### src/common/ciee_pkg.sv
// constants and types of the interrupt and exception entry unit
// Function
// RL1: entry pushes status word, code segment and instruction pointer onto the stack
// RL2: vector table holds 256 routine pointers; types 0 to 31 are reserved
// RL3: every source calls indirectly through table entry at type times four
// RL4: 8-bit type; cascaded requester supplies it on acknowledge, others internal
// RL5: hardware requests sampled only at instruction end; software interrupts go first
// RL6: coprocessor trap returns to the opcode, or to its segment prefix
// RL7: other exceptions return to the instruction after the faulting one
// RL8: divide quotient overflow raises type 0
// RL9: set step flag raises type 1 except after prefix, segment load, wait
// RL10: non-maskable request ignores enable flag, type 2, no acknowledge cycle
// RL11: non-maskable service clears the enable flag at its start
// RL12: breakpoint instruction gives type 3, table index 12
// RL13: overflow trap instruction raises type 4 only with overflow flag set
// RL14: range check raises type 5 when index is outside the two bounds
// RL15: undefined opcode raises type 6
// RL16: coprocessor opcodes DB to DF raise type 7 only when trap enabled
// RL17: internal vectors: timers 8, 18, 19; channels 10, 11; lines 12 to 15
// RL18: timers share one level; timer zero over one over two
// RL19: default levels apply unless every source has a unique level
// RL20: maskable requests accepted only while the enable flag is set
// RL21: enable flag cleared after status word saved; saved copy unchanged
// RL22: return restores status; pending request served before main line resumes
// RL23: step entry clears step flag; restored status re-arms stepping
// RL24: table entry read as offset word then segment word, loaded to start
// RL25: fixed order: instruction exceptions, then non-maskable, maskable, step
package ciee_pkg;
  // vector types
  localparam logic [7:0] VT_DIV = 8'h00;
  localparam logic [7:0] VT_STEP = 8'h01;
  localparam logic [7:0] VT_NMI = 8'h02;
  localparam logic [7:0] VT_BRK = 8'h03;
  localparam logic [7:0] VT_OVF = 8'h04;
  localparam logic [7:0] VT_BOUND = 8'h05;
  localparam logic [7:0] VT_UNDEF = 8'h06;
  localparam logic [7:0] VT_COPROC = 8'h07;
  localparam logic [7:0] VT_TMR0 = 8'h08;
  localparam logic [7:0] VT_TMR1 = 8'h12;
  localparam logic [7:0] VT_TMR2 = 8'h13;
  localparam logic [7:0] VT_DMA0 = 8'h0A;
  localparam logic [7:0] VT_DMA1 = 8'h0B;
  localparam logic [7:0] VT_EXT0 = 8'h0C;
  localparam logic [7:0] VT_RSVD_TOP = 8'h1F;
  localparam int VT_COUNT = 256;
  // table entry spacing is one shift of two bits, i.e. times four
  localparam int VEC_SHIFT = 2;
  localparam logic [19:0] VEC_SEG_OFS = 20'h00002;
  localparam logic [15:0] STACK_STEP = 16'h0002;
  localparam int SEG_SHIFT = 4;
  // coprocessor opcode range
  localparam logic [7:0] COPROC_LO = 8'hDB;
  localparam logic [7:0] COPROC_HI = 8'hDF;
  // status word bit positions
  localparam int TF_BIT = 8;
  localparam int IF_BIT = 9;
  localparam int OF_BIT = 11;
  // maskable sources: 0 timers, 1 channel 0, 2 channel 1, 3..6 lines 0..3
  localparam int NSRC = 7;
  localparam int LVL_W = 3;
  localparam int SRC_EXT0 = 3;
  localparam logic [2:0] SRC_NONE = 3'h7;

  typedef enum logic [2:0] {
    S_IDLE = 3'b000,
    S_ACK = 3'b001,
    S_PUSH_F = 3'b010,
    S_PUSH_C = 3'b011,
    S_PUSH_I = 3'b100,
    S_RD_OFF = 3'b101,
    S_RD_SEG = 3'b110,
    S_DONE = 3'b111
  } ciee_state_t;

  typedef enum logic [1:0] {
    K_EXC = 2'b00,
    K_NMI = 2'b01,
    K_MASK = 2'b10,
    K_STEP = 2'b11
  } ciee_kind_t;
endpackage

### src/common/ciee_prio_if.sv
// request and grant signals between the entry unit and its priority resolver
`timescale 1ns/1ns
`default_nettype none
interface ciee_prio_if;
  import ciee_pkg::*;
  logic [NSRC-1:0] req;
  logic [2:0] timer_sub;
  logic [NSRC*LVL_W-1:0] level;
  logic unique_lvl;
  logic grant_valid;
  logic [2:0] grant_idx;
  logic [7:0] grant_vec;
  modport requester (output req, timer_sub, level, unique_lvl,
                     input grant_valid, grant_idx, grant_vec);
  modport resolver (input req, timer_sub, level, unique_lvl,
                    output grant_valid, grant_idx, grant_vec);
endinterface
`default_nettype wire

### src/hdl/ciee_entry.sv
// interrupt and exception entry sequencer: classify, push state, fetch vector
`timescale 1ns/1ns
`default_nettype none
module ciee_entry import ciee_pkg::*; (
  // clock and reset
  input wire logic ref_clk,
  input wire logic rst,
  // instruction boundary from the core
  input wire logic instr_end,
  input wire logic [15:0] flags_in,
  input wire logic [15:0] cs_in,
  input wire logic [15:0] next_ip,
  input wire logic [15:0] instr_ip,
  input wire logic [15:0] prefix_ip,
  input wire logic seg_prefix,
  input wire logic [15:0] ss_in,
  input wire logic [15:0] sp_in,
  input wire logic step_suppress,
  input wire logic is_return,
  // conditions raised by the finishing instruction
  input wire logic div_overflow,
  input wire logic int_instr,
  input wire logic [7:0] int_type,
  input wire logic brk_instr,
  input wire logic into_instr,
  input wire logic bound_instr,
  input wire logic [15:0] bound_index,
  input wire logic [15:0] bound_lower,
  input wire logic [15:0] bound_upper,
  input wire logic undef_opcode,
  input wire logic [7:0] opcode,
  input wire logic coproc_trap_en,
  // hardware requests
  input wire logic nmi_pin,
  input wire logic [3:0] ext_request_lines,
  input wire logic ext_cascade,
  input wire logic [2:0] timer_req,
  input wire logic [1:0] dma_req,
  input wire logic [NSRC*LVL_W-1:0] prio_level,
  input wire logic prio_unique,
  output logic [NSRC-1:0] src_ack,
  // external acknowledge
  output logic inta_req,
  input wire logic inta_done,
  input wire logic [7:0] inta_vec,
  // memory port for stack and table
  output logic mem_req,
  output logic mem_we,
  output logic [19:0] mem_addr,
  output logic [15:0] mem_wdata,
  input wire logic mem_ack,
  input wire logic [15:0] mem_rdata,
  // results to the core
  output logic entry_busy,
  output logic entry_done,
  output logic [7:0] entry_type,
  output logic [15:0] new_cs,
  output logic [15:0] new_ip,
  output logic [15:0] new_sp,
  output logic [15:0] new_flags
);
  // physical address from segment and offset
  function automatic logic [19:0] phys(input logic [15:0] seg, input logic [15:0] ofs);
    return ({seg, 4'h0} + {4'h0, ofs});
  endfunction

  // table address of a vector type
  // RL2: 8-bit type spans all 256 entries
  function automatic logic [19:0] vec_addr(input logic [7:0] vt);
    return {10'h000, vt, 2'b00};
  endfunction

  ciee_state_t state_q, state_d;
  ciee_kind_t kind_q, kind_d;
  logic [4:0] pin_s1_q, pin_s2_q;
  logic nmi_old_q, nmi_pend_q, nmi_rise;
  logic [7:0] type_q, type_d, exc_type;
  logic [15:0] flags_q, cs_q, ret_ip_q, ss_q, sp_q, sp_d, ret_ip_d;
  logic [15:0] ofs_q;
  logic take, bnd, exc_hit, coproc_hit, bound_fail, mask_ok, step_hit, use_ack;
  logic [19:0] addr_d;
  logic [15:0] wdata_d;

  ciee_prio_if pif ();

  ciee_prio u_prio (
    .pif(pif.resolver)
  );

  // pins cross into the clock domain through two flops before any use
  always_ff @(posedge ref_clk) begin
    if (rst) begin
      pin_s1_q <= 5'h00;
      pin_s2_q <= 5'h00;
    end else begin
      pin_s1_q <= {ext_request_lines, nmi_pin};
      pin_s2_q <= pin_s1_q;
    end
  end

  assign pif.req = {pin_s2_q[4:1], dma_req, |timer_req};
  assign pif.timer_sub = timer_req;
  assign pif.level = prio_level;
  assign pif.unique_lvl = prio_unique;

  // non-maskable request is edge latched; a new edge beats the clear
  always_ff @(posedge ref_clk) begin
    if (rst) begin
      nmi_old_q <= 1'b0;
      nmi_pend_q <= 1'b0;
    end else begin
      nmi_old_q <= pin_s2_q[0];
      if (nmi_rise) begin
        nmi_pend_q <= 1'b1;
      end else if (take && kind_d == K_NMI) begin
        nmi_pend_q <= 1'b0;
      end
    end
  end
  assign nmi_rise = pin_s2_q[0] & ~nmi_old_q;

  // RL14: signed bounds check
  assign bound_fail = ($signed(bound_index) < $signed(bound_lower)) ||
                      ($signed(bound_index) > $signed(bound_upper));
  // RL16: trap only with enable bit
  assign coproc_hit = coproc_trap_en && opcode >= COPROC_LO && opcode <= COPROC_HI;
  // RL13: overflow trap gated by flag
  assign exc_hit = div_overflow | int_instr | brk_instr | (into_instr & flags_in[OF_BIT]) |
                   (bound_instr & bound_fail) | undef_opcode | coproc_hit;
  // RL22: restored flags gate pending requests
  // RL20: maskable gated by enable flag
  assign mask_ok = pif.grant_valid & flags_in[IF_BIT];
  // RL9: step after eligible instructions; RL23: restored flag arms the next one
  assign step_hit = flags_in[TF_BIT] & ~step_suppress & ~is_return;
  // RL5: sampling only at instruction end
  assign bnd = instr_end && state_q == S_IDLE;

  // instruction exception vector; only one can arise per instruction
  always_comb begin
    exc_type = VT_COPROC;
    // RL8: divide error
    if (div_overflow) begin
      exc_type = VT_DIV;
    end else if (int_instr) begin
      exc_type = int_type;
    end else if (brk_instr) begin
      // RL12: breakpoint type
      exc_type = VT_BRK;
    end else if (into_instr & flags_in[OF_BIT]) begin
      exc_type = VT_OVF;
    end else if (bound_instr & bound_fail) begin
      exc_type = VT_BOUND;
    end else if (undef_opcode) begin
      // RL15: undefined opcode
      exc_type = VT_UNDEF;
    end
  end

  // RL25: fixed order exception, non-maskable, maskable, step
  always_comb begin
    take = 1'b0;
    kind_d = kind_q;
    type_d = type_q;
    use_ack = 1'b0;
    // RL7: default return after the instruction
    ret_ip_d = next_ip;
    if (bnd) begin
      take = exc_hit | nmi_pend_q | mask_ok | step_hit;
      if (exc_hit) begin
        kind_d = K_EXC;
        type_d = exc_type;
        // RL6: coprocessor trap returns to opcode or prefix
        if (coproc_hit && !div_overflow && !int_instr && !brk_instr && !undef_opcode) begin
          ret_ip_d = seg_prefix ? prefix_ip : instr_ip;
        end
      end else if (nmi_pend_q) begin
        // RL10: internal type, no acknowledge
        kind_d = K_NMI;
        type_d = VT_NMI;
      end else if (mask_ok) begin
        kind_d = K_MASK;
        type_d = pif.grant_vec;
        // RL4: cascaded line supplies its type on acknowledge
        use_ack = ext_cascade && pif.grant_idx == SRC_EXT0[2:0];
      end else if (step_hit) begin
        kind_d = K_STEP;
        type_d = VT_STEP;
      end
    end
  end

  // sequencer next state
  always_comb begin
    state_d = state_q;
    case (state_q)
      S_IDLE: begin
        if (take) begin
          state_d = use_ack ? S_ACK : S_PUSH_F;
        end
      end
      S_ACK: begin
        if (inta_done) begin
          state_d = S_PUSH_F;
        end
      end
      // RL1: status, segment, pointer in that order
      S_PUSH_F: begin
        if (mem_ack) begin
          state_d = S_PUSH_C;
        end
      end
      S_PUSH_C: begin
        if (mem_ack) begin
          state_d = S_PUSH_I;
        end
      end
      S_PUSH_I: begin
        if (mem_ack) begin
          state_d = S_RD_OFF;
        end
      end
      // RL24: offset word then segment word
      S_RD_OFF: begin
        if (mem_ack) begin
          state_d = S_RD_SEG;
        end
      end
      S_RD_SEG: begin
        if (mem_ack) begin
          state_d = S_DONE;
        end
      end
      S_DONE: begin
        state_d = S_IDLE;
      end
      default: begin
        state_d = S_IDLE;
      end
    endcase
  end

  always_ff @(posedge ref_clk) begin
    if (rst) begin
      state_q <= S_IDLE;
    end else begin
      state_q <= state_d;
    end
  end

  // captured machine state of the interrupted program
  always_ff @(posedge ref_clk) begin
    if (rst) begin
      kind_q <= K_EXC;
      type_q <= 8'h00;
      flags_q <= 16'h0000;
      cs_q <= 16'h0000;
      ret_ip_q <= 16'h0000;
      ss_q <= 16'h0000;
    end else if (take) begin
      kind_q <= kind_d;
      type_q <= type_d;
      flags_q <= flags_in;
      cs_q <= cs_in;
      ret_ip_q <= ret_ip_d;
      ss_q <= ss_in;
    end else if (state_q == S_ACK && inta_done) begin
      type_q <= inta_vec;
    end
  end

  // stack pointer moves down one word before each push
  always_comb begin
    sp_d = sp_q;
    if (take) begin
      sp_d = sp_in - STACK_STEP;
    end else if (mem_ack && (state_q == S_PUSH_F || state_q == S_PUSH_C)) begin
      sp_d = sp_q - STACK_STEP;
    end
  end

  always_ff @(posedge ref_clk) begin
    if (rst) begin
      sp_q <= 16'h0000;
    end else begin
      sp_q <= sp_d;
    end
  end

  // RL3: table entry at type times four
  always_comb begin
    addr_d = 20'h00000;
    wdata_d = 16'h0000;
    case (state_d)
      S_PUSH_F: begin
        addr_d = phys(take ? ss_in : ss_q, sp_d);
        wdata_d = take ? flags_in : flags_q;
      end
      S_PUSH_C: begin
        addr_d = phys(ss_q, sp_d);
        wdata_d = cs_q;
      end
      S_PUSH_I: begin
        addr_d = phys(ss_q, sp_d);
        wdata_d = ret_ip_q;
      end
      S_RD_OFF: begin
        addr_d = vec_addr(type_q);
      end
      S_RD_SEG: begin
        addr_d = vec_addr(type_q) + VEC_SEG_OFS;
      end
      default: begin
        addr_d = 20'h00000;
      end
    endcase
  end

  // address and data held in flops so they are stable for the whole access
  always_ff @(posedge ref_clk) begin
    if (rst) begin
      mem_addr <= 20'h00000;
      mem_wdata <= 16'h0000;
    end else begin
      mem_addr <= addr_d;
      mem_wdata <= wdata_d;
    end
  end

  assign mem_req = state_q inside {S_PUSH_F, S_PUSH_C, S_PUSH_I, S_RD_OFF, S_RD_SEG};
  assign mem_we = state_q inside {S_PUSH_F, S_PUSH_C, S_PUSH_I};
  assign inta_req = (state_q == S_ACK);
  assign entry_busy = (state_q != S_IDLE);
  assign entry_done = (state_q == S_DONE);
  assign entry_type = type_q;
  assign new_sp = sp_q;

  // handler pointer loads from the table words
  always_ff @(posedge ref_clk) begin
    if (rst) begin
      ofs_q <= 16'h0000;
      new_ip <= 16'h0000;
      new_cs <= 16'h0000;
    end else if (mem_ack && state_q == S_RD_OFF) begin
      ofs_q <= mem_rdata;
    end else if (mem_ack && state_q == S_RD_SEG) begin
      new_ip <= ofs_q;
      new_cs <= mem_rdata;
    end
  end

  // RL11: enable flag off on every entry; RL21: pushed copy kept intact
  always_ff @(posedge ref_clk) begin
    if (rst) begin
      new_flags <= 16'h0000;
    end else if (take) begin
      new_flags <= flags_in & ~(16'h0001 << IF_BIT) &
                   ((kind_d == K_STEP) ? ~(16'h0001 << TF_BIT) : 16'hFFFF);
    end
  end

  // acknowledge pulse to the granted maskable source
  always_comb begin
    src_ack = '0;
    if (take && kind_d == K_MASK) begin
      src_ack[pif.grant_idx] = 1'b1;
    end
  end
endmodule
`default_nettype wire

### src/hdl/ciee_prio.sv
// maskable request priority resolver with internal vector generation
`timescale 1ns/1ns
`default_nettype none
module ciee_prio import ciee_pkg::*; (
  // request and grant
  ciee_prio_if.resolver pif
);
  // internal vector of a granted source
  function automatic logic [7:0] src_vec(input logic [2:0] idx, input logic [2:0] tsub);
    logic [7:0] v;
    v = VT_EXT0 + {5'h00, idx} - 8'h03;
    // RL18: timer zero over one over two
    if (idx == 3'h0) begin
      v = tsub[0] ? VT_TMR0 : (tsub[1] ? VT_TMR1 : VT_TMR2);
    end else if (idx == 3'h1) begin
      v = VT_DMA0;
    end else if (idx == 3'h2) begin
      v = VT_DMA1;
    end
    return v;
  endfunction

  logic [2:0] win;
  logic [LVL_W-1:0] best;

  // lowest level wins; ties and default mode fall to the lower index
  always_comb begin
    win = SRC_NONE;
    best = '1;
    for (int i = NSRC - 1; i >= 0; i--) begin
      if (pif.req[i]) begin
        // RL19: default order unless levels unique
        if (!pif.unique_lvl || win == SRC_NONE ||
            pif.level[i*LVL_W +: LVL_W] <= best) begin
          win = i[2:0];
          best = pif.level[i*LVL_W +: LVL_W];
        end
      end
    end
  end

  assign pif.grant_valid = (win != SRC_NONE);
  assign pif.grant_idx = win;
  // RL17: internal vectors per source
  assign pif.grant_vec = src_vec(win, pif.timer_sub);
endmodule
`default_nettype wire

### config.mk
export PLATFORM = sky130hd
export DESIGN_NAME = ciee_entry
export DESIGN_NICKNAME = d
export VERILOG_FILES = /design/src/common/ciee_pkg.sv /design/src/common/ciee_prio_if.sv /design/src/hdl/ciee_entry.sv /design/src/hdl/ciee_prio.sv
export SDC_FILE = /design/constraint.sdc
export NUM_CORES = 1
export LEC_CHECK = 0
export BUFFER_PORTS_ARGS = -buffer_cell sky130_fd_sc_hd__buf_4
export CAP_MARGIN = 20
export CELL_PAD_IN_SITES_DETAIL_PLACEMENT = 1
export CELL_PAD_IN_SITES_GLOBAL_PLACEMENT = 2
export CORE_MARGIN = 2
export CORE_UTILIZATION = 26
export CTS_CLUSTER_DIAMETER = 200
export DETAILED_ROUTE_END_ITERATION = 6
export HOLD_SLACK_MARGIN = 0.02
export PLACE_DENSITY_LB_ADDON = 0.1
export SYNTH_ARGS = -nofsm -noshare
export SYNTH_HDL_FRONTEND = slang
export SYNTH_SLANG_ARGS = --single-unit
### constraint.sdc
create_clock -name ref_clk -period 10.5 [get_ports ref_clk]
set_input_delay 0.525 -clock ref_clk [delete_from_list [all_inputs] [get_ports ref_clk]]
set_output_delay 0.525 -clock ref_clk [all_outputs]
set_load 0.01 [all_outputs]
==> flow_summary.json, run 1 <==
{
  "fill_cells": 4899,
  "critPathMaxFanout": 6,
  "gp_congestion": 0.7824,
  "slew_headroom_pct": 33.39,
  "cts_tree": "yes",
  "cts_buffers": 26,
  "drt-wirelength-per-cell_um": 18.11,
  "grt_pass1_vias": 11425,
  "synthAdderAreaFrac_pct": 8.170,
  "worst-path-stages": 58,
  "grt_setup_unrepaired": "true",
  "synthSimpleGateAreaFrac_pct": 21.51,
  "slowest_delay_ns": 0.41,
  "powerDensity_mw_per_mm2": 157.4,
  "placed_cell_area_mm2": 0.01452,
  "critical_path.top_delay_family": "compound AO/OA/AOI/OAI gates",
  "drt_iter0_markers": 290,
  "fin_cells": 2294,
  "viasPerCell": 4.678,
  "rows": 74,
  "ir_drop_v": 0.0001228,
  "path_buf_inv": 6,
  "fin_hold_ws_ns": 0.2065,
  "dieWidth_um": 207.9,
  "totalWireLength_um": 41540,
  "syn_nets": 1637,
  "synth_area_leaders": "dfxtp_1, ha_1, nand2_1",
  "post-route-util_pct": 39.53,
  "antenna_found_initial": 1,
  "initial_core_util_pct": 26.42,
  "outcome": "complete, no violations",
  "root_buffer": "clkbuf_16",
  "slew_viol_final": 0,
  "path_clk_slew_ns": 0.06,
  "yosysWarningCount": 0,
  "end_kind": "flop",
  "io_pins": 368,
  "async_flop_share_pct": 0,
  "synth_xor_area_share_pct": 3.240,
  "area_growth_pct": 49.61,
  "finalPower_uw": 2546,
  "hold_path_class": "primary input to flop",
  "core_mm2": 0.04092,
  "layout-drive-gt1-share_pct": 35.49,
  "synth.avg_cell_area_um2": 8.197,
  "syn_area_mm2": 0.01081,
  "fin_crit_ns": 10.26,
  "grt-ovfl-total": 0,
  "p_leak_uw": 0.007194,
  "regArea_mm2": 0.004085,
  "ant_nets": 0,
  "drc": 0,
  "hold_viol": 0,
  "io_buffer_count": 366,
  "synth_ff_type": "dfxtp_1",
  "dieArea_mm2": 0.04323,
  "routed-via-count": 10732,
  "post-route-period-util_pct": 97.73,
  "yosysSeqAreaShare_pct": 37.77,
  "die_h_um": 207.9,
  "fmax_mhz": 97.45,
  "fin_area_mm2": 0.01618,
  "yosysTopAreaCell": "dfxtp_1",
  "ctsHtreeMaxLevel": 1,
  "grt_pass1_wl_um": 64400,
  "layout.nets": 2060,
  "dp.final_hpwl_um": 31690,
  "holdPathStages": 2,
  "clockBufferDepth": 3,
  "layout_commonest_cell": "buf_4",
  "synthMuxAreaShare_pct": 6.330,
  "drt-pass1-iter-count": 4,
  "final-setup-viol-count": 0,
  "yosysTopAreaCellShare_pct": 37.77,
  "maxCapViolations": 0,
  "synth-compound-area-share_pct": 17.83,
  "synth_top_family_by_area": "simple AND/OR/NAND/NOR gates",
  "critPathSlowestCell": "fa_2",
  "critPathKind": "flop to flop",
  "skew_ns": 0.01045,
  "arrival_ns": 10.68,
  "max_slew.worst_pin.slew_ns": 0.9991,
  "synth_edf_count": 0,
  "clk_latency_ns": 0.55,
  "grt_max_degree": 84,
  "multiInputGateArea_mm2": 0.006714,
  "synth_seq_cells": 204,
  "dp.cells": 2221,
  "synth_cell_types": 76,
  "critPathLaunchType": "flop",
  "final_cell_mix": "buf_4, nand2_1, dfxtp_1",
  "cts.sinks": 204,
  "r2r_cells": 58,
  "grt_use_total_pct": 18.58,
  "syn-instance-count": 1319,
  "critPathRequiredTime_ns": 10.91
}
## layout make-up
type | instances | share of cell area, %
clock inverters | 9 | 0.6807
clock buffers | 38 | 4.796
multi-input cells | 980 | 41.51
well taps | 532 | 4.115
repair buffers | 462 | 22.05
flip-flops and latches | 204 | 25.26
diodes | 1 | 0.01547
inverters | 68 | 1.578
## report_power, final
part	internal (uW)	switching, uW
combinational	373	376
clock	559	359
sequential	838	41.7
total	1770	776
## flip-flops by register name, summed over array words and instances, names as in the netlist
name,cells
nmi_pend_q,1
ret_ip_q,16
cs_q,16
new_cs,16
nmi_old_q,1
new_ip,16
new_sp,16
ss_q,16
mem_addr,20
mem_wdata,16
pin_s2_q,5
new_flags,15
pin_s1_q,5
flags_q,16
state_q,3
ofs_q,16
entry_type,8
kind_q,2
## worst paths after layout
check	from	end	slack, ns
worst min register to register	pin_s1_q[1]	pin_s2_q[1]	0.44
worst min-delay path	nmi_pin	pin_s1_q[0]	0.21
worst max register to register	pin_s2_q[4]	mem_addr[18]	0.24
worst max-delay path	pin_s2_q[4]	mem_addr[18]	0.24
## Yosys cell counts (20+ instances only)
library cell	count
a211oi_1	23
a21oi_1	160
and2_1	27
clkbuf_1	39
dfxtp_1	204
ha_1	69
inv_1	65
mux2i_1	47
nand2_1	216
nand2b_1	27
nor2_1	119
nor2b_1	24
o21ai_0	20
xnor2_1	28
## timing repair
item | 4_1_cts | 5_1_grt
setup buffers | 7 | 16
hold buffers | 0 | 0
pin swaps | 10 | 46
gates resized for setup | 13 | 92
setup endpoints to repair | 10 | 43
## per-layer routing
metal	wire length, um	share of wire (%)	track usage, %	vias to the layer above
li1	-	-	-	5376
met1	17620	42	22.46	5073
met4	833	2.0	4.647	0
met3	2411	5.8	4.166	47
met2	20680	50	33.19	236
met5	0	0	0	-
## metrics by stage
stage                     worst slack [ns]  TNS, ns
final                               0.2386        0
after global routing               -0.3680   -1.927
after CTS                         0.001637        0
after detailed placement           -0.7490   -7.069
after global placement             -0.2670   -1.603
after floorplan                   0.003117        0
## kinds of logic after synthesis
kind of cell    Yosys count
flops                   204
simple gates            504
compound gates          300
other cells               1
mux                      65
fa+ha+maj                70
xor+xnor                 40
buf+inv                 135
Note: power is estimated with default switching activity, not from simulation.
==> run 2: changes to the inputs <==
SETUP_SLACK_MARGIN = 0.4   (was unset)
==> flow_summary.json, run 2 (synthesis gave the netlist of run 1 again) <==
{
  "outcome": "complete, no violations",
  "critPathRequiredTime_ns": 10.87,
  "drt_iter0_markers": 315,
  "critPathSlowestCell": "dfxtp_4",
  "grt_max_degree": 82,
  "drt-pass1-iter-count": 4,
  "hold_path_class": "primary input to flop",
  "critPathKind": "flop to flop",
  "ant_nets": 0,
  "root_buffer": "clkbuf_16",
  "antenna_found_initial": 3,
  "maxCapViolations": 0,
  "arrival_ns": 10.51,
  "ctsHtreeMaxLevel": 1,
  "skew_ns": 0.01619,
  "routed-via-count": 10625,
  "viasPerCell": 4.685,
  "crit_start": "pin_s2_q[4]",
  "initial_core_util_pct": 26.42,
  "fin_crit_ns": 10.14,
  "critPathLaunchType": "flop",
  "max_slew.worst_pin.slew_ns": 0.9324,
  "grt_pass1_vias": 11151,
  "core_mm2": 0.04092,
  "path_clk_slew_ns": 0.06,
  "io_pins": 368,
  "rr_endpoint": "mem_addr[18]",
  "grt-ovfl-total": 0,
  "totalWireLength_um": 41320,
  "critPathMaxFanout": 6,
  "grt_use_total_pct": 18.33,
  "regMostFlops": "mem_addr",
  "place_ws_ns": -0.3123,
  "timing.reg2reg.setup_slack_ns": 0.36,
  "end_kind": "flop",
  "slew_viol_final": 0,
  "final_cell_mix": "buf_4, nand2_1, dfxtp_1",
  "reg2reg_from": "pin_s2_q[4]",
  "setup_tns_ns": 0,
  "slew_headroom_pct": 37.27,
  "largest_register_ffs": 20,
  "post-route-util_pct": 38.74,
  "grt_setup_unrepaired": "true",
  "final-setup-viol-count": 0,
  "rows": 74,
  "cts_tree": "yes",
  "drc": 0,
  "fmax_mhz": 98.60,
  "powerDensity_mw_per_mm2": 154.6,
  "die_h_um": 207.9,
  "cts.sinks": 204,
  "dieWidth_um": 207.9,
  "grt_pass1_wl_um": 63370,
  "finalPower_uw": 2451,
  "layout_commonest_cell": "buf_4",
  "area_growth_pct": 46.63,
  "dp.final_hpwl_um": 31320,
  "clockBufferDepth": 3,
  "cpMostUsedCell": "ha_4",
  "drt-wirelength-per-cell_um": 18.22,
  "p_leak_uw": 0.007006,
  "r2r_cells": 56,
  "worst_slack_ns": 0.3584,
  "setup.worst_path.end": "mem_addr[18]",
  "clk_latency_ns": 0.52,
  "io_buffer_count": 366,
  "hold_viol": 0,
  "cts_hold_buf": 0,
  "cts_buffers": 25,
  "layout.nets": 2038,
  "layout-drive-gt1-share_pct": 33.87,
  "dieArea_mm2": 0.04323,
  "ir_drop_v": 0.0001126,
  "post-route-period-util_pct": 96.59,
  "gp_congestion": 0.7800,
  "slowest_delay_ns": 0.36
}
run 2: final cells by class:
cell class | instances | area (um2)
Clock buffer | 37 | 710.7
Timing Repair Buffer | 441 | 3400
Fill cell | 4862 | 25070
Tap cell | 532 | 665.6
Multi-Input combinational cell | 980 | 6661
Antenna cell | 3 | 7.507
Inverter | 68 | 255.2
Sequential cell | 204 | 4088
Clock inverter | 3 | 65.06
run 2: critical path: cells and delay by family (launching register included):
family	cells	cell delay [ns]
compound gates	21	3.46
xor+xnor	1	0.17
fa+ha+maj	9	2.08
buf+inv	5	0.57
flops	1	0.36
mux	6	1.71
simple gates	14	1.66
run 2: worst min path at each step:
stage          cells after the start  slack, ns           to            startpoint
6_report                           2       0.23  pin_s1_q[1]  ext_request_lines[0]
3_3_place_gp                       1       0.42  pin_s2_q[3]           pin_s1_q[3]
5_1_grt                            2       0.23  pin_s1_q[1]  ext_request_lines[0]
2_1_floorplan                      1       0.41  pin_s2_q[0]           pin_s1_q[0]
3_5_place_dp                       1       0.42  pin_s2_q[2]           pin_s1_q[2]
4_1_cts                            2       0.21  pin_s1_q[1]  ext_request_lines[0]
run 2: per-layer routing:
metal	up-vias	global-route usage (%)	part of all wire [%]	wire length, um
met3	39	4.317	5.8	2377
li1	5316	-	-	-
met1	5033	21.67	42	17310
met4	0	3.815	2.0	827
met2	237	33.54	50	20800
met5	-	0	0	0
run 2: power breakdown:
group	total [uW]	internal, uW	switching (uW)	leakage, uW
Combinational	731	357	373	0.00496
Sequential	878	838	40.9	0.00167
Clock	842	510	332	0.000378
Total	2450	1700	746	0.00701
run 2: per-stage QoR:
| stage | std cells | hold slack, ns | cell area, um2 |
|---|---|---|---|
| final | 2268 | 0.2310 | 15850 |
| after global routing | 2267 | 0.2288 | 15850 |
| after CTS | 2256 | 0.2100 | 15590 |
| after detailed placement | 2190 | 0.4249 | 14360 |
| after global placement | 2190 | 0.4176 | 14360 |
| after floorplan | 1319 | 0.4138 | 10930 |
run 2: timing repair:
action,CTS,global route
gates resized for setup,42,35
buffers inserted,26,8
hold endpoints to repair,0,0
cloned,0,1
pin swaps,40,37
setup endpoints to repair,13,43
==> run 3: changes to the inputs <==
PLACE_DENSITY_LB_ADDON = 0.15   (was 0.1)
==> flow_summary.json, run 3 (synthesis gave the netlist of run 1 again) <==
{
  "max_slew.worst_pin.slew_ns": 0.9665,
  "grt_use_total_pct": 18.47,
  "p_comb_share_pct": 30.5,
  "ctsHtreeMaxLevel": 1,
  "final_cell_mix": "buf_4, nand2_1, dfxtp_1",
  "gp_congestion": 0.8184,
  "gr-max-usage-layer": "met2",
  "cts.sinks": 204,
  "ir_drop_v": 0.00009733,
  "layout.nets": 2054,
  "clk_latency_ns": 0.54,
  "critPathSlowestCell": "dfxtp_4",
  "slowest_delay_ns": 0.36,
  "arrival_ns": 10.57,
  "dp.cells": 2188,
  "dieWidth_um": 207.9,
  "fmax_mhz": 98.87,
  "dp.final_hpwl_um": 31310,
  "grt_util_met1_pct": 21.63,
  "layout_commonest_cell": "buf_4",
  "regArea_mm2": 0.004088,
  "fin_crit_ns": 10.11,
  "critPathMaxFanout": 6,
  "io_pins": 368,
  "totalWireLength_um": 41560,
  "powerDensity_mw_per_mm2": 155.6,
  "rows": 74,
  "cts_hold_buf": 0,
  "core_mm2": 0.04092,
  "regMostFlops": "mem_addr",
  "drt-pass1-iter-count": 4,
  "grt_max_degree": 82,
  "final-setup-viol-count": 0,
  "drt-wirelength-per-cell_um": 18.16,
  "critPathKind": "flop to flop",
  "hold_path_class": "primary input to flop",
  "p_sw_uw": 786.9,
  "fin_area_mm2": 0.01623,
  "ant_nets": 0,
  "cpMostUsedCell": "ha_4",
  "finalPower_uw": 2525,
  "fin_hold_ws_ns": 0.2055,
  "antenna_found_initial": 1,
  "grt_pass1_vias": 11529,
  "clockBufferDepth": 3,
  "end_kind": "flop",
  "dieArea_mm2": 0.04323,
  "cts_buffers": 25,
  "switching_share_pct": 31.17,
  "fill_cells": 4809,
  "drt_iter0_markers": 303,
  "path_clk_slew_ns": 0.06,
  "root_buffer": "clkbuf_16",
  "largest_register_ffs": 20,
  "area_growth_pct": 50.13,
  "multiInputGateArea_mm2": 0.006818,
  "cts_tree": "yes",
  "die_h_um": 207.9,
  "slew_viol_final": 0,
  "grt_use_met3_pct": 3.970,
  "critPathLaunchType": "flop",
  "post-route-period-util_pct": 96.33,
  "grt-ovfl-total": 0,
  "internal-power_uw": 1738,
  "hold_viol": 0,
  "grt_setup_unrepaired": "true",
  "placed_cell_area_mm2": 0.01433,
  "layout-drive-gt1-share_pct": 35.95,
  "grt_pass1_wl_um": 64100,
  "outcome": "complete, no violations",
  "skew_ns": 0.01104,
  "slew_headroom_pct": 35.56,
  "routed-via-count": 10784,
  "critPathRequiredTime_ns": 10.95,
  "fin_cells": 2288,
  "p_clk_share_pct": 34.7,
  "initial_core_util_pct": 26.42,
  "drc": 0,
  "met2_usage_pct": 34.15,
  "io_buffer_count": 366,
  "seqPwrFrac_pct": 34.8,
  "maxCapViolations": 0,
  "viasPerCell": 4.713,
  "p_leak_uw": 0.007163
}
==> run 3: cell types whose count changed in the layout (fill, tap and decap cells not counted), sizes merged <==
cell	before	now
buf	440	456
inv	67	69
diode	3	1
clkinvlp	0	2
clkbuf	38	35
clkinv	2	7
==> run 3: final timing paths <==
path	start	endpoint	slack (ns)	cells after the start
max reg2reg	pin_s2_q[4]	mem_addr[19]	0.39	57
max	pin_s2_q[4]	mem_addr[19]	0.39	57
min	ext_request_lines[0]	pin_s1_q[1]	0.21	2
min reg2reg	pin_s1_q[4]	pin_s2_q[4]	0.44	1
==> run 3: stage by stage <==
stage | worst slack [ns] | utilization [%] | TNS (ns)
detailed placement | -0.4895 | 35.01 | -2.936
floorplan | 0.4110 | - | 0
global route | -0.1923 | 39.66 | -0.5419
CTS | 0.3485 | 38.47 | 0
global placement | -0.007547 | 35.01 | -0.007547
finish | 0.3858 | 39.66 | 0
==> run 3: critical path: cells and delay by family (launching register included) <==
family                   cells  cell delay (ns)
AO/OA/AOI/OAI               23             3.90
adder cells (fa/ha/maj)      9             2.22
AND/OR/NAND/NOR             17             2.07
multiplexers                 3             0.83
buffers and inverters        4             0.50
flip-flops                   1             0.36
XOR/XNOR                     1             0.16
==> run 3: routing by layer <==
metal / vias to the layer above / wire length, um
met5: - / 0
met4: 0 / 888
met3: 56 / 2278
met2: 245 / 21250
met1: 5128 / 17140
li1: 5355 / -
==> run 3: timing repair <==
item	4_1_cts	5_1_grt
buffers inserted	34	17
setup endpoints to repair	39	60
cloned	1	0
pin swaps	38	46
gates resized for setup	47	66
==> run 3: power by group through the flow <==
| stage | Combinational, uW | Sequential (uW) | Clock, uW |
|---|---|---|---|
| after floorplan | 357 | 898 | 0 |
| after global placement | 640 | 894 | 0 |
| after detailed placement | 651 | 896 | 0 |
| after CTS | 708 | 879 | 910 |
| after global routing | 844 | 886 | 943 |
| final | 770 | 878 | 877 |
==> run 3: cell type report <==
type                       instances  share of cell area (%)
tap                              532                   4.101
clock buffer                      34                   4.309
multi-input combinational        980                   42.00
timing repair buffer             457                   21.97
sequential                       204                   25.18
clock inverter                    12                  0.8479
inverter                          68                   1.572
antenna                            1                 0.01542
